File: src/shared/srsp_cfg.svh
// Purpose: Named constants for the two-wire register slave port.
// Assumes: Included by bare name from design files.
// Notes: Definitions only.
`ifndef SRSP_CFG_SVH
`define SRSP_CFG_SVH

// Seven-bit slave address of the control-register port.
`define SRSP_OWN_ADDR 7'h5c
// Upper four address bits that belong to the on-chip EEPROM slave.
`define SRSP_EEPROM_PREFIX 4'ha
// Seven-bit general call address, never claimed.
`define SRSP_GENERAL_CALL 7'h00
// Number of control registers and pointer width.
`define SRSP_REG_COUNT 16
`define SRSP_PTR_W 4
// Bits in one byte, as seen by the bit counter.
`define SRSP_BYTE_BITS 4'h8
// Reset value of every control register.
`define SRSP_REG_RESET 8'h00
// Depth and width of the write buffer: pointer plus data byte.
`define SRSP_FIFO_DEPTH 8
`define SRSP_FIFO_WIDTH 12

`endif

File: src/shared/srsp_pkg.sv
// Purpose: Types shared by the register slave port.
// Assumes: Nothing beyond the constant header.
// Notes: No constants live here; see srsp_cfg.svh.
package srsp_pkg;

   // Protocol phases of the slave.
   typedef enum logic [3:0] {
      SRSP_IDLE,
      SRSP_ADDR,
      SRSP_ADDR_ACK,
      SRSP_PTR,
      SRSP_PTR_ACK,
      SRSP_WR_DATA,
      SRSP_WR_ACK,
      SRSP_RD_DATA,
      SRSP_RD_ACK,
      SRSP_SKIP
   } srsp_state_t;

endpackage

File: src/rtl/srsp_fifo.sv
// Purpose: Small valid/ready FIFO between the serial side and the registers.
// Assumes: Single clock, asynchronous active-low reset.
// Notes: Full and empty are exact; the drain side may stall freely.
`timescale 1ns/1ps
`default_nettype none

module srsp_fifo #(
   parameter int WIDTH = 12,
   parameter int DEPTH = 8
) (
   // Clock and reset.
   input wire logic clk,
   input wire logic rst_n,
   // Filling side.
   input wire logic inValid,
   output logic inReady,
   input wire logic [WIDTH-1:0] inData,
   // Draining side.
   output logic outValid,
   input wire logic outReady,
   output logic [WIDTH-1:0] outData
);

   localparam int AW = (DEPTH > 1) ? $clog2(DEPTH) : 1;
   localparam logic [AW:0] FULL_COUNT = (AW+1)'(DEPTH);
   localparam logic [AW-1:0] LAST_SLOT = AW'(DEPTH - 1);

   logic [WIDTH-1:0] mem [DEPTH];
   logic [AW-1:0] wrIdx;
   logic [AW-1:0] rdIdx;
   logic [AW:0] count;
   wire doPush;
   wire doPop;

   // Handshakes and occupancy flags.
   assign inReady = (count != FULL_COUNT);
   assign outValid = (count != '0);
   assign doPush = inValid && inReady;
   assign doPop = outValid && outReady;
   assign outData = mem[rdIdx];

   // Storage is written only on an accepted push.
   always_ff @(posedge clk) begin
      if (doPush) begin
         mem[wrIdx] <= inData;
      end
   end

   // Indices wrap at the depth, which need not be a power of two.
   always_ff @(posedge clk or negedge rst_n) begin
      if (!rst_n) begin
         wrIdx <= '0;
         rdIdx <= '0;
         count <= '0;
      end else begin
         if (doPush) begin
            wrIdx <= (wrIdx == LAST_SLOT) ? '0 : AW'(wrIdx + 1'b1);
         end
         if (doPop) begin
            rdIdx <= (rdIdx == LAST_SLOT) ? '0 : AW'(rdIdx + 1'b1);
         end
         if (doPush && !doPop) begin
            count <= (AW+1)'(count + 1'b1);
         end else if (doPop && !doPush) begin
            count <= (AW+1)'(count - 1'b1);
         end
      end
   end
endmodule
`default_nettype wire

File: src/rtl/srsp_slave.sv
// Purpose: Two-wire serial slave giving a bus master access to sixteen byte registers.
// Assumes: Serial pins and mode pin are asynchronous; clk is much faster than the link.
// Notes: Written bytes pass a FIFO before they reach the register file.
`timescale 1ns/1ps
`default_nettype none
`include "srsp_cfg.svh"

// Contract
// Slave only, never answers general call.
// Data falling with clock high: START.
// Data rising with clock high: STOP.
// Data changes only while clock low.
// One data bit per clock pulse.
// Master starts only on idle bus.
// Address then direction bit; own address 1011100.
// Never claim EEPROM addresses 1010xxx.
// Acknowledge received bytes low on ninth pulse. A data byte that finds the write buffer full is not acknowledged.
// Master gives a ninth clock per byte.
// On read NACK, release data line.
// Write: address, pointer, data, acknowledges, STOP.
// Aborted write leaves register unchanged.
// Pointer loaded before repeated START ends write.
// Read: readdress, acknowledge, send byte, NACK.
// Pointer increments after each written byte.
// Pointer wraps after sixteen registers.
// Byte committed when its acknowledge is driven.
// Pointer increments by one per read byte.
// Sequential read wraps through all registers.
// Port works only while mode low.
// All registers clear at power-up.
// Unmatched address: no acknowledge, ignore transfer.
// Bytes MSB first, sampled on clock high.
module srsp_slave #(
   parameter int FIFO_DEPTH = `SRSP_FIFO_DEPTH
) (
   // Clock and reset.
   input wire logic clk,
   input wire logic rst_n,
   // Mode select pin: low selects programming.
   input wire logic modePin,
   // Shared serial clock / power-down pin.
   input wire logic powerdown_or_serial_clock_pin,
   // Shared serial data / output-enable pin, open drain.
   input wire logic sdaIn,
   output logic sdaOut,
   output logic sdaOe,
   // Register update hold from the clock generator core.
   input wire logic regUpdateHold,
   // Control register contents, register 0 in the low byte.
   output logic [8*`SRSP_REG_COUNT-1:0] ctrlRegs,
   // Run-mode controls taken from the shared pins.
   output logic powerDownReq,
   output logic outputEnable
);

   localparam int PW = `SRSP_PTR_W;
   localparam int FW = `SRSP_FIFO_WIDTH;

   srsp_pkg::srsp_state_t state;
   logic [1:0] sclSync;
   logic [1:0] sdaSync;
   logic [1:0] modeSync;
   logic sclPrev;
   logic sdaPrev;
   logic [3:0] bitCnt;
   logic [7:0] rxShift;
   logic [7:0] txShift;
   logic [PW-1:0] ptr;
   logic rwRead;
   logic masterAck;
   logic [7:0] regFile [`SRSP_REG_COUNT];
   wire sclS;
   wire sdaS;
   wire modeS;
   wire sclRise;
   wire sclFall;
   wire startDet;
   wire stopDet;
   wire byteIn;
   wire dataPhase;
   wire addrHit;
   wire fifoInValid;
   wire fifoInReady;
   wire [FW-1:0] fifoInData;
   wire fifoOutValid;
   wire fifoOutReady;
   wire [FW-1:0] fifoOutData;
   wire [7:0] regAtPtr;

   // True when the address byte names this port and nothing else.
   function automatic logic isOwnAddr(input logic [6:0] addr);
      isOwnAddr = (addr == `SRSP_OWN_ADDR);
   endfunction

   // Two-stage synchronisers; only the second stage is read by logic.
   always_ff @(posedge clk or negedge rst_n) begin
      if (!rst_n) begin
         sclSync <= 2'h3;
         sdaSync <= 2'h3;
         modeSync <= 2'h3;
         sclPrev <= 1'b1;
         sdaPrev <= 1'b1;
      end else begin
         sclSync <= {sclSync[0], powerdown_or_serial_clock_pin};
         sdaSync <= {sdaSync[0], sdaIn};
         modeSync <= {modeSync[0], modePin};
         sclPrev <= sclSync[1];
         sdaPrev <= sdaSync[1];
      end
   end

   // Edge and bus-condition decoding on the synchronised lines.
   assign sclS = sclSync[1];
   assign sdaS = sdaSync[1];
   assign modeS = modeSync[1];
   assign sclRise = sclS && !sclPrev;
   assign sclFall = !sclS && sclPrev;
   assign startDet = sclS && sclPrev && sdaPrev && !sdaS;
   assign stopDet = sclS && sclPrev && !sdaPrev && sdaS;
   assign byteIn = (bitCnt == `SRSP_BYTE_BITS);
   assign dataPhase = (state == srsp_pkg::SRSP_ADDR) || (state == srsp_pkg::SRSP_PTR) ||
                      (state == srsp_pkg::SRSP_WR_DATA) || (state == srsp_pkg::SRSP_RD_DATA);
   assign addrHit = isOwnAddr(rxShift[7:1]);
   assign regAtPtr = regFile[ptr];

   // A complete data byte is queued on the fall that starts its acknowledge.
   assign fifoInValid = !modeS && !startDet && !stopDet && sclFall && byteIn &&
                        (state == srsp_pkg::SRSP_WR_DATA);
   assign fifoInData = {ptr, rxShift};
   assign fifoOutReady = !regUpdateHold;

   // The data line is only ever pulled low.
   assign sdaOut = 1'b0;

   // Protocol engine: bits sampled on clock rise, line changed on clock fall.
   always_ff @(posedge clk or negedge rst_n) begin
      if (!rst_n) begin
         state <= srsp_pkg::SRSP_IDLE;
         bitCnt <= 4'h0;
         rxShift <= 8'h00;
         txShift <= 8'h00;
         sdaOe <= 1'b0;
         ptr <= '0;
         rwRead <= 1'b0;
         masterAck <= 1'b0;
      end else if (modeS) begin
         state <= srsp_pkg::SRSP_IDLE;
         sdaOe <= 1'b0;
         bitCnt <= 4'h0;
      end else if (startDet) begin
         state <= srsp_pkg::SRSP_ADDR;
         sdaOe <= 1'b0;
         bitCnt <= 4'h0;
      end else if (stopDet) begin
         state <= srsp_pkg::SRSP_IDLE;
         sdaOe <= 1'b0;
         bitCnt <= 4'h0;
      end else if (sclRise) begin
         rxShift <= {rxShift[6:0], sdaS};
         masterAck <= !sdaS;
         if (dataPhase) begin
            bitCnt <= 4'(bitCnt + 4'h1);
         end
      end else if (sclFall) begin
         case (state)
            srsp_pkg::SRSP_ADDR: begin
               if (byteIn) begin
                  bitCnt <= 4'h0;
                  if (addrHit) begin
                     sdaOe <= 1'b1;
                     rwRead <= rxShift[0];
                     state <= srsp_pkg::SRSP_ADDR_ACK;
                  end else begin
                     state <= srsp_pkg::SRSP_SKIP;
                  end
               end
            end
            srsp_pkg::SRSP_ADDR_ACK: begin
               if (rwRead) begin
                  txShift <= regAtPtr;
                  sdaOe <= !regAtPtr[7];
                  state <= srsp_pkg::SRSP_RD_DATA;
               end else begin
                  sdaOe <= 1'b0;
                  state <= srsp_pkg::SRSP_PTR;
               end
            end
            srsp_pkg::SRSP_PTR: begin
               if (byteIn) begin
                  bitCnt <= 4'h0;
                  ptr <= rxShift[PW-1:0];
                  sdaOe <= 1'b1;
                  state <= srsp_pkg::SRSP_PTR_ACK;
               end
            end
            srsp_pkg::SRSP_PTR_ACK: begin
               sdaOe <= 1'b0;
               state <= srsp_pkg::SRSP_WR_DATA;
            end
            srsp_pkg::SRSP_WR_DATA: begin
               if (byteIn) begin
                  bitCnt <= 4'h0;
                  if (fifoInReady) begin
                     sdaOe <= 1'b1;
                     ptr <= PW'(ptr + 1'b1);
                     state <= srsp_pkg::SRSP_WR_ACK;
                  end else begin
                     state <= srsp_pkg::SRSP_SKIP;
                  end
               end
            end
            srsp_pkg::SRSP_WR_ACK: begin
               sdaOe <= 1'b0;
               state <= srsp_pkg::SRSP_WR_DATA;
            end
            srsp_pkg::SRSP_RD_DATA: begin
               if (byteIn) begin
                  bitCnt <= 4'h0;
                  sdaOe <= 1'b0;
                  ptr <= PW'(ptr + 1'b1);
                  state <= srsp_pkg::SRSP_RD_ACK;
               end else begin
                  sdaOe <= !txShift[6];
                  txShift <= {txShift[6:0], 1'b0};
               end
            end
            srsp_pkg::SRSP_RD_ACK: begin
               if (masterAck) begin
                  txShift <= regAtPtr;
                  sdaOe <= !regAtPtr[7];
                  state <= srsp_pkg::SRSP_RD_DATA;
               end else begin
                  sdaOe <= 1'b0;
                  state <= srsp_pkg::SRSP_SKIP;
               end
            end
            default: begin
               sdaOe <= 1'b0;
            end
         endcase
      end
   end

   // Write buffer between the serial side and the register file.
   srsp_fifo #(
      .WIDTH(FW),
      .DEPTH(FIFO_DEPTH)
   ) writeBuf (
      .clk(clk),
      .rst_n(rst_n),
      .inValid(fifoInValid),
      .inReady(fifoInReady),
      .inData(fifoInData),
      .outValid(fifoOutValid),
      .outReady(fifoOutReady),
      .outData(fifoOutData)
   );

   // Register file, cleared at reset and loaded from the buffer.
   always_ff @(posedge clk or negedge rst_n) begin
      if (!rst_n) begin
         for (int i = 0; i < `SRSP_REG_COUNT; i++) begin
            regFile[i] <= `SRSP_REG_RESET;
         end
      end else if (fifoOutValid && fifoOutReady) begin
         regFile[fifoOutData[FW-1:8]] <= fifoOutData[7:0];
      end
   end

   // Flat view of the register file for the clock generator.
   generate
      for (genvar g = 0; g < `SRSP_REG_COUNT; g++) begin : gRegOut
         assign ctrlRegs[8*g +: 8] = regFile[g];
      end
   endgenerate

   // Run-mode meaning of the shared pins.
   always_ff @(posedge clk or negedge rst_n) begin
      if (!rst_n) begin
         powerDownReq <= 1'b0;
         outputEnable <= 1'b1;
      end else begin
         powerDownReq <= modeS && sclS;
         outputEnable <= !modeS || sdaS;
      end
   end
endmodule
`default_nettype wire

File: config.mk
export PLATFORM = sky130hd
export DESIGN_NAME = srsp_slave
export DESIGN_NICKNAME = d
export VERILOG_FILES = /design/src/shared/srsp_pkg.sv /design/src/rtl/srsp_fifo.sv /design/src/rtl/srsp_slave.sv
export VERILOG_INCLUDE_DIRS = /design/src /design/src/shared
export SDC_FILE = /design/constraint.sdc
export NUM_CORES = 1
export LEC_CHECK = 0
export ABC_CLOCK_PERIOD_IN_PS = 8400
export BUFFER_PORTS_ARGS = -buffer_cell sky130_fd_sc_hd__buf_2
export CORE_MARGIN = 3
export CORE_UTILIZATION = 30
export CTS_BUF_LIST = sky130_fd_sc_hd__clkbuf_4
export DETAILED_ROUTE_END_ITERATION = 8
export PLACE_DENSITY = 0.58
export SYNTH_ARGS = -nofsm -noshare
export SYNTH_HDL_FRONTEND = slang
export SYNTH_SLANG_ARGS = --single-unit
File: constraint.sdc
create_clock -name clk -period 8.4 [get_ports clk]
set_input_delay 1.26 -clock clk [delete_from_list [all_inputs] [get_ports clk]]
set_output_delay 1.26 -clock clk [all_outputs]
set_load 0.02 [all_outputs]
Word-level counts from Yosys, hierarchy flattened:

Memories as Yosys holds them, arrays and structs flattened.
Cells that the tools add are included.

* multiplexer cells: 57
* add/sub/neg operators: 6
* $lt $le $gt $ge: 3
* bitwise logic cells: 6
* reduce and logical (&&, ||, !) cells: 52
* equality and inequality tests: 28

Operators by type and width (count)
* bitwise mux 128 bit: 1
* two-way mux 4 bit: 26
* binary-select mux 8 bit (select 4 bit): 1
* demux 8 bit (select 4 bit): 1
* one-hot mux 4 bit (7 select lines): 1
* inequality test 5 bit (second input constant): 5
* two-way mux 8 bit: 3
* two-way mux 7 bit: 3
* one-hot mux 7 bit (3 select lines): 1
* logical AND 1 bit: 18
* equality test 4 x 3 -> 1 bit (second input constant): 4
* two-way mux 1 bit: 15
* nonzero test 5 bit: 3
* AND reduction 7 bit: 2
* adder 4 x 1 -> 4 bit (second input constant): 3
* logical NOT 1 bit: 12
* inequality test 2 bit (second input constant): 6
* one-hot mux 4 bit (3 select lines): 1
* greater-or-equal comparator 5 bit (second input constant): 2
* inverter 4 -> 5 bit: 2
* AND reduction 10 bit: 1
* nonzero test 10 bit: 1
* two-way mux 3 bit: 3
* AND reduction 9 bit: 1
* 23 further kinds: 36

* RAM bits: 96
* memories: 1
* register bits after elaboration: 178
* word-level logic and storage cells: 187
* output and inout port bits: 132
* input port bits: 6

Memories
* writeBuf.mem: words 8, width 12, rd ports 1, clocked after memory_dff 0, write ports 1, line srsp_fifo.sv:28 `logic [WIDTH-1:0] mem [DEPTH];`

Depth between registers and ports, before layout:

Gate-level depths: netlist (run 1).

* depth after elaboration: 14
* mapped depth: 14
* depth with buffers taken out: 14

By module:

Synthesis (run 1) repeated with hierarchy kept, for this count alone.

* cells, all modules: 781
* area, all modules: 12260.5 µm²

Modules (own cells, without submodules)
* srsp_slave: cells an instance 577, instances 1, seq. area each 4215.3 µm², area an instance 7892.6 µm²
* srsp_fifo: cells an instance 204, instances 1, seq. area each 3133.0 µm², area an instance 4367.9 µm²

Worst setup path before layout (run 1):

Ideal clock, no wire load.

* path kind: input to register
* from: input regUpdateHold
* to: register writeBuf.count[3]
* stages on the path: 10
* path buffers: 0
* setup time: 0.126 ns
* arrival: 2.943 ns
* required time: 8.274 ns
* path slack: 5.332 ns
* cells stage by stage: nor2_1 -> inv_1 -> ha_1 -> inv_1 -> ha_1 -> a21o_1 -> a21oi_1 -> xnor2_1 -> nor2_1 -> xor2_1

* longest elaborated chain between the ends: 5
* elaborated cells on any way between the ends: 7
* classes of those cells: mux: 1; reduce/logical: 6

RTL lines
* start, declared: line srsp_slave.sv:48 `input wire logic regUpdateHold,`
* logical NOT 1 bit *: line srsp_slave.sv:130 `assign fifoOutReady = !regUpdateHold;`
* logical AND 1 bit *: line srsp_fifo.sv:39 `assign doPop = outValid && outReady;`
* logical NOT 1 bit: line srsp_fifo.sv:62 `if (doPush && !doPop) begin`
* logical AND 1 bit: line srsp_fifo.sv:62
* two-way mux 4 bit or nonzero test 2 bit (tied branches)
* end signal, assigned: line srsp_fifo.sv:63 `count <= (AW+1)'(count + 1'b1);`
* end signal, assigned: line srsp_fifo.sv:65 `count <= (AW+1)'(count - 1'b1);`
* end, declared: line srsp_fifo.sv:31 `logic [AW:0] count;`

Mark *: on every way between the ends. The rest lies on a longest branch, timed or not.
A chain may end at the register's enable or synchronous reset.

Worst setup path after layout (run 1):

* from: register writeBuf.rdIdx[0]
* to: register regFile (netlist bit ctrlRegs[26])

* longest elaborated chain between the ends: 7
* elaborated cells on any way between the ends: 8
* classes of those cells: order compare: 2; mux: 3; bitwise: 1; reduce/logical: 1; memory: 1

RTL lines
* start, declared: line srsp_fifo.sv:30 `logic [AW-1:0] rdIdx;`
* start signal, assigned: line srsp_fifo.sv:60 `rdIdx <= (rdIdx == LAST_SLOT) ? '0 : AW'(rdIdx + 1'b1);`
* memory read (8 x 12 bit) *
* inverter 4 -> 5 bit (implied by the code): line srsp_slave.sv:266 `regFile[fifoOutData[FW-1:8]] <= fifoOutData[7:0];`
* greater-or-equal comparator 5 bit (implied by the code) or less-than comparator 5 x 1 -> 1 bit (tied branches): line srsp_slave.sv:266
* logical AND 1 bit (implied by the code): line srsp_slave.sv:266
* two-way mux 8 bit (implied by the code): line srsp_slave.sv:266
* demux 8 bit (select 4 bit): line srsp_slave.sv:266
* bitwise mux 128 bit *: line srsp_slave.sv:266
* end signal, assigned by index: line srsp_slave.sv:263 `` regFile[i] <= `SRSP_REG_RESET; ``
* end signal, assigned by index: line srsp_slave.sv:266
* end, declared: line srsp_slave.sv:71 `` logic [7:0] regFile [`SRSP_REG_COUNT]; ``

Marked as above.

==> summary.md, run 1 <==
| Metric | Value |
|---|---|
| Clk pwr share | `36.4%` |
| Worst vdd ir | `0.000130 V` |
| DIE WIDTH | `209 um` |
| Final HPWL DP | `21,600 um` |
| CTS root buf | `clkbuf_4` |
| Largest net degree at the start of global routing | `110` |
| Gate power share | `16.7%` |
| #FFs+latches synth | `274` |
| Vias in the first global route | `7,865` |
| Worst-path clk slew | `0.07 ns` |
| Leak pwr | `6.35 nW` |
| Most frequent cells in the layout | `167 x dfrtp_1, 135 x buf_2, 120 x mux2_2` |
| Commonest non-fill, non-tap cell in the layout | `dfrtp_1` |
| Detailed-route via count | `7,682` |
| Post-route cell area | `0.0145 mm^2` |
| Layout Area Growth over Synthesis | `17.4%` |
| Total CTS buffers | `72` |
| Routed WL | `32,200 um` |
| Syn nets | `819` |
| Overflow left after global routing | `0` |
| Post-Place Cells | `1,430` |
| Area share of the largest cell type after synthesis | `34.2%` |
| DRT iter0 DRCs | `460` |
| CP endpoint kind | `register` |
| # IOs | `138` |
| CTS-repair resized insts | `0` |
| H-tree lvl count | `3` |
| YS warnings | `0` |
| Setup CP Type | `reg -> reg` |
| Worst Hold Class | `reg -> reg` |
| 1st-pass router iterations | `4` |
| CTS tree | `built` |
| Post-route minimum period | `3.38 ns` |
| First-pass GRT wire length | `49,200 um` |
| Post-synth cell types | `70` |
| Worst skew pair latency | `0.69 ns` |
| Core Footprint | `0.0402 mm^2` |
| Post-synthesis area per instance | `15.4 um^2` |
| Pwr dens | `230 mW/mm^2` |
| Drt via density | `4.94` |
| # clock sinks | `274` |
| Largest area contributor in the netlist | `dfrtp_1` |
| # rows | `73` |
| Initial antenna violation count | `1` |
| GPL Wtd Cong | `0.820` |
| Worst Max-Slew Pin Slew | `1.25 ns` |
| Post-route DRC | `0` |
| # setup viols final | `0` |
| Clock Tree Buf Depth | `3` |
| Final Hold Fails | `0` |
| Int Power | `0.00235 W` |
| Nets | `996` |
| Status | `finished clean` |
| Hold_ws | `0.354 ns` |
| RSZ-0062 raised after global routing | `false` |
| Critical path required time | `8.93 ns` |
| Synth async-reset ratio | `65.0%` |
| NetSw | `0.000999 W` |
| Slew margin rel. | `16.1%` |
| Share of layout cells above drive strength 1 | `48.2%` |
| Startpoint Class | `register` |
| Die height | `209 um` |
| # fillers | `3,901` |
| Tcrit/Tclk final | `40.3%` |
| Buffers on Ports | `136` |
| Setup TNS | `0 ns` |
| Max Cap Viol | `0` |
| Hold buffer count at CTS | `0` |
| CP Max Fanout | `16` |
| Syn Inst Count | `802` |
| Initial Util | `30.8%` |
| Post-synth EDFFs | `96` |
| Top post-synthesis cells by area | `dfrtp_1 34%, edfxtp_1 23%, mux4_2 11%` |
| Routed Antenna Nets | `0` |
| Die Area | `0.0437 mm^2` |
| All-Layer GR Usage | `14.6%` |
| Sw Share | `29.9%` |
| Post-CTS Setup Bufs | `0` |
| Mapped cell area | `0.0124 mm^2` |
| Main flop type after synthesis | `dfrtp_1` |
| Pins Over Slew Limit | `0` |
| Post-route non-filler standard cell count | `1,555` |
| Seq/Total Area, Yosys | `59.4%` |
| Placed cell area | `0.0136 mm^2` |
| Routed WL per cell | `20.7 um` |
| Sequential share of power | `47.0%` |
| Register-to-Register Setup Slack | `5.02 ns` |
| Fin Clk Skew | `0.0559 ns` |
| Worst path arrival time | `3.91 ns` |
| Max frequency | `0.296 GHz` |
-- critical path, stage by stage, from the launching register on --
cell      delay (ns)
dfrtp_1         0.79
buf_4           0.43
mux4_1          0.69
nand3_1         0.13
o21a_2          0.24
nand2b_1        0.55
mux2_2          0.40
-- routing by layer --
layer / track usage, % / up-vias / routed length (um)
met4: 4.09 / 0 / 508
met1: 20.5 / 3969 / 15000
li1: - / 3438 / -
met3: 3.89 / 44 / 1800
met2: 22.3 / 231 / 14900
met5: 0 / - / 0
-- state kept, by name, summed over array words and instances (netlist names), 2 cells and up --
name and cells:
rxShift 8, txShift 7, ptr 4, modeSync 2, bitCnt 4, state 4, writeBuf.rdIdx 3, writeBuf.wrIdx 3
writeBuf.count 4, sdaSync 2, writeBuf.mem 96, ctrlRegs 128, sclSync 2
-- synth_stat cells, types with 4 or more instances --
| cell type | number |
|---|---|
| mux4_2 | 61 |
| dfrtp_1 | 169 |
| nand3b_1 | 4 |
| nand3_1 | 15 |
| clkbuf_1 | 15 |
| o21ai_0 | 20 |
| buf_2 | 15 |
| mux2_1 | 11 |
| a31oi_1 | 13 |
| buf_1 | 5 |
| nand2b_1 | 12 |
| edfxtp_1 | 96 |
| a21oi_1 | 15 |
| dfstp_2 | 9 |
| mux2_4 | 8 |
| nor2_4 | 7 |
| buf_6 | 5 |
| buf_4 | 7 |
| nand2_1 | 63 |
| inv_1 | 14 |
| a21o_1 | 5 |
| nor3_1 | 11 |
| nor2_1 | 26 |
| mux2_2 | 120 |
| ha_1 | 10 |
-- cells by family after synthesis --
| logic type | count (synthesis) | share of synthesized area (%) |
|---|---|---|
| flops | 274 | 59.4 |
| mux | 204 | 24.6 |
| buf+inv | 63 | 2.58 |
| other cells | 1 | 0.0303 |
| simple gates | 164 | 7.00 |
| compound gates | 80 | 4.81 |
| fa+ha+maj | 11 | 1.17 |
| xor+xnor | 5 | 0.354 |
-- area by class of cell --
cell class	count	area, um^2	share of cell area, %
flip-flops and latches	274	7350	50.7
multi-input cells	465	4700	32.4
clock buffers	107	803	5.53
repair buffers	150	792	5.46
well taps	525	657	4.53
clock inverters	17	146	1.01
inverters	16	60.1	0.414
diodes	1	2.50	0.0172
-- worst paths after layout --
check | startpoint | end | cells after the start
max | writeBuf.rdIdx[0] | ctrlRegs[26] | 6
min | sclSync[0] | sclSync[1] | 0
max reg2reg | writeBuf.rdIdx[0] | ctrlRegs[26] | 6
min reg2reg | sclSync[0] | sclSync[1] | 0
max in group asynchronous | rst_n | ctrlRegs[89] | 2
min in group asynchronous | rst_n | ctrlRegs[22] | 1
-- metrics by stage --
stage	utilization, %	worst slack [ns]	power, W
floorplan	-	5.33	0.00199
global placement	33.7	4.94	0.00216
detailed placement	33.7	4.91	0.00216
CTS	36.1	4.91	0.00339
global route	36.1	4.76	0.00351
finish	36.1	5.02	0.00334
-- power by group through the flow --
| stage | Combinational [W] | Clock, W | Sequential (W) |
|---|---|---|---|
| 6_report | 0.000557 | 0.00122 | 0.00157 |
| 5_1_grt | 0.000603 | 0.00132 | 0.00158 |
| 4_1_cts | 0.000567 | 0.00125 | 0.00157 |
| 3_5_place_dp | 0.000562 | 0 | 0.00160 |
| 3_3_place_gp | 0.000562 | 0 | 0.00160 |
| 2_1_floorplan | 0.000436 | 0 | 0.00155 |
No activity file was read; power rests on OpenSTA's default activity.
==> run 2: changes to the inputs <==
--- a/config.mk
+++ b/config.mk
@@ -6,7 +6,7 @@
 export SDC_FILE = /design/constraint.sdc
 export NUM_CORES = 1
 export LEC_CHECK = 0
-export ABC_CLOCK_PERIOD_IN_PS = 8400
+export ABC_CLOCK_PERIOD_IN_PS = 3340
 export BUFFER_PORTS_ARGS = -buffer_cell sky130_fd_sc_hd__buf_2
 export CORE_MARGIN = 3
 export CORE_UTILIZATION = 30
==> constraint.sdc (replaced) <==
create_clock -name clk -period 3.34 [get_ports clk]
set_input_delay 0.501 -clock clk [delete_from_list [all_inputs] [get_ports clk]]
set_output_delay 0.501 -clock clk [all_outputs]
set_load 0.02 [all_outputs]
==> run 2 against run 1 <==
Against the previous run:
- clock skew fell by 0.013 ns
- hold slack got worse by 0.062 ns
- utilization rose by 0.50 points
- sequential share of layout area fell by 0.70 points
- sequential power rose by 150%
- maximum frequency rose by 18%
- largest cell class unchanged
==> summary.md, run 2 (synthesis gave the netlist of run 1 again) <==
| Metric | Value |
|---|---|
| Max frequency | `0.349 GHz` |
| CTS tree | `built` |
| Post-CTS Setup Bufs | `0` |
| # clock sinks | `274` |
| R2r worst-path depth | `14` |
| First-pass GRT wire length | `50,600 um` |
| Reg-to-Reg End | `writeBuf.count[3]` |
| Final worst slack | `0.478 ns` |
| Met1 global-route usage | `20.5%` |
| Clock Tree Buf Depth | `3` |
| Worst Hold Class | `in -> reg` |
| # rows | `73` |
| Worst Max-Slew Pin Slew | `0.779 ns` |
| WP buf/inv | `3` |
| Worst R2R Start | `bitCnt[0]` |
| Hold path endpoint | `writeBuf.rdIdx[1]` |
| Final Hold Fails | `0` |
| # setup viols final | `0` |
| # IOs | `138` |
| M3 GR Usage | `4.34%` |
| RSZ-0062 raised after global routing | `false` |
| Most frequent cells in the layout | `167 x dfrtp_1, 135 x buf_2, 120 x mux2_2` |
| Met2 usage | `23.7%` |
| Critical path required time | `3.91 ns` |
| Worst vdd ir | `0.000244 V` |
| Routed WL | `32,900 um` |
| Setup TNS | `0 ns` |
| Status | `finished clean` |
| CP endpoint kind | `register` |
| Overflow left after global routing | `0` |
| Post-route DRC | `0` |
| Max Cap Viol | `0` |
| Die Area | `0.0437 mm^2` |
| Core Footprint | `0.0402 mm^2` |
| Pins Over Slew Limit | `0` |
| Layout Area Growth over Synthesis | `19.0%` |
| Hold path depth | `4` |
| CTS root buf | `clkbuf_4` |
| Top Family by Delay on Critical Path | `simple AND/OR/NAND/NOR gates` |
| Nets | `1,021` |
| GPL Wtd Cong | `0.837` |
| Post-route minimum period | `2.86 ns` |
| Initial antenna violation count | `2` |
| Area taken by multi-input logic gates | `0.00470 mm^2` |
| Worst-path clk slew | `0.07 ns` |
| Crit path largest cell delay | `0.48 ns` |
| Register area | `0.00735 mm^2` |
| Setup CP Type | `reg -> reg` |
| Routed WL per cell | `20.8 um` |
| Drt via density | `4.94` |
| Tcrit/Tclk final | `85.7%` |
| GRT Max-Usage Layer | `met2` |
| Routed Antenna Nets | `0` |
| Share of layout cells above drive strength 1 | `49.2%` |
| 1st-pass router iterations | `5` |
| Commonest non-fill, non-tap cell in the layout | `dfrtp_1` |
| Vias in the first global route | `8,062` |
| Startpoint Class | `register` |
| Slew margin rel. | `48.0%` |
| Slowest CP cell | `nor4_1` |
| Worst path arrival time | `3.43 ns` |
| Pwr dens | `566 mW/mm^2` |
| Cell Chain, Critical Path | `inv_1 -> ha_1 -> nand3b_1 -> nor4_1 -> nand3_1 -> inv_1 -> ha_1 -> inv_1 -> ha_1 -> a21o_1 -> a21oi_1 -> xnor2_1 -> nor2_1 -> xor2_1` |
| Initial Util | `30.8%` |
| Register-to-Register Setup Slack | `0.48 ns` |
| Total CTS buffers | `72` |
| Buffers on Ports | `136` |
| H-tree lvl count | `3` |
| DP Worst Slack | `0.454 ns` |
| Hold Startpoint | `regUpdateHold` |
| Worst skew pair latency | `0.70 ns` |
| DIE WIDTH | `209 um` |
| Largest net degree at the start of global routing | `63` |
| DRT iter0 DRCs | `444` |
| Largest register FFs | `128` |
| Fin Clk Skew | `0.0425 ns` |
| Die height | `209 um` |
| Final HPWL DP | `22,300 um` |
| CP Max Fanout | `5` |
| # fillers | `3,922` |
| Leak pwr | `6.48 nW` |
| All-Layer GR Usage | `15.0%` |
| Detailed-route via count | `7,815` |
==> run 2: cell types whose count changed in the layout (fill, tap and decap cells not counted) <==
cell and change:
buf_4 +17, buf_12 +4, dlygate4sd3_1 +4, inv_2 +4, bufinv_16 -2, clkinv_1 -1
clkinv_2 -1, clkinv_4 +1
==> run 2: timing repair <==
item                                   4_1_cts  5_1_grt
resized for setup                            0        0
endpoints found under the hold margin       50        0
hold buffers                                 4        0
==> run 2: routing by layer <==
layer  up-vias  share of wire (%)
met4         2                1.3
met5         -              0.030
met2       214                 48
met1      4072                 45
li1       3488                  -
met3        39                5.5
==> run 2: worst min-delay path: stages <==
cell      delay (ns)
buf_2           0.14
nor2_1          0.14
nand3b_1        0.11
nand2_1         0.05
==> run 2: layout make-up <==
type	instances	area share (%)
Inverter	16	0.408
Sequential cell	274	50.0
Clock inverter	18	0.689
Antenna cell	1	0.0170
Tap cell	525	4.46
Multi-Input combinational cell	465	31.9
Clock buffer	107	5.46
Timing Repair Buffer	175	7.07
==> run 2: how the worst max path moves through the flow <==
stage	startpoint	endpoint	slack, ns	cells past startpoint
after global placement	bitCnt[0]	writeBuf.count[3]	0.52	14
after floorplan	bitCnt[0]	writeBuf.mem[0][0]	0.31	6
after global routing	bitCnt[0]	writeBuf.count[3]	0.20	14
after detailed placement	bitCnt[0]	writeBuf.count[3]	0.45	14
final	bitCnt[0]	writeBuf.count[3]	0.48	14
after CTS	bitCnt[0]	writeBuf.count[3]	0.49	14
==> run 2: per-stage QoR <==
stage,utilization [%],power (W),instance area (um^2),instances,hold WS [ns]
global placement,34.3,0.00549,13800,1451,0.347
global route,36.6,0.00880,14700,1581,0.245
floorplan,-,0.00499,12400,802,0.205
CTS,36.6,0.00849,14700,1580,0.223
detailed placement,34.3,0.00551,13800,1451,0.348
finish,36.6,0.00833,14700,1581,0.292
==> run 2: report_power, final <==
| group | internal (W) | switching [W] |
|---|---|---|
| clock | 0.00154 | 0.00137 |
| combinational | 0.000600 | 0.000929 |
| sequential | 0.00365 | 0.000238 |
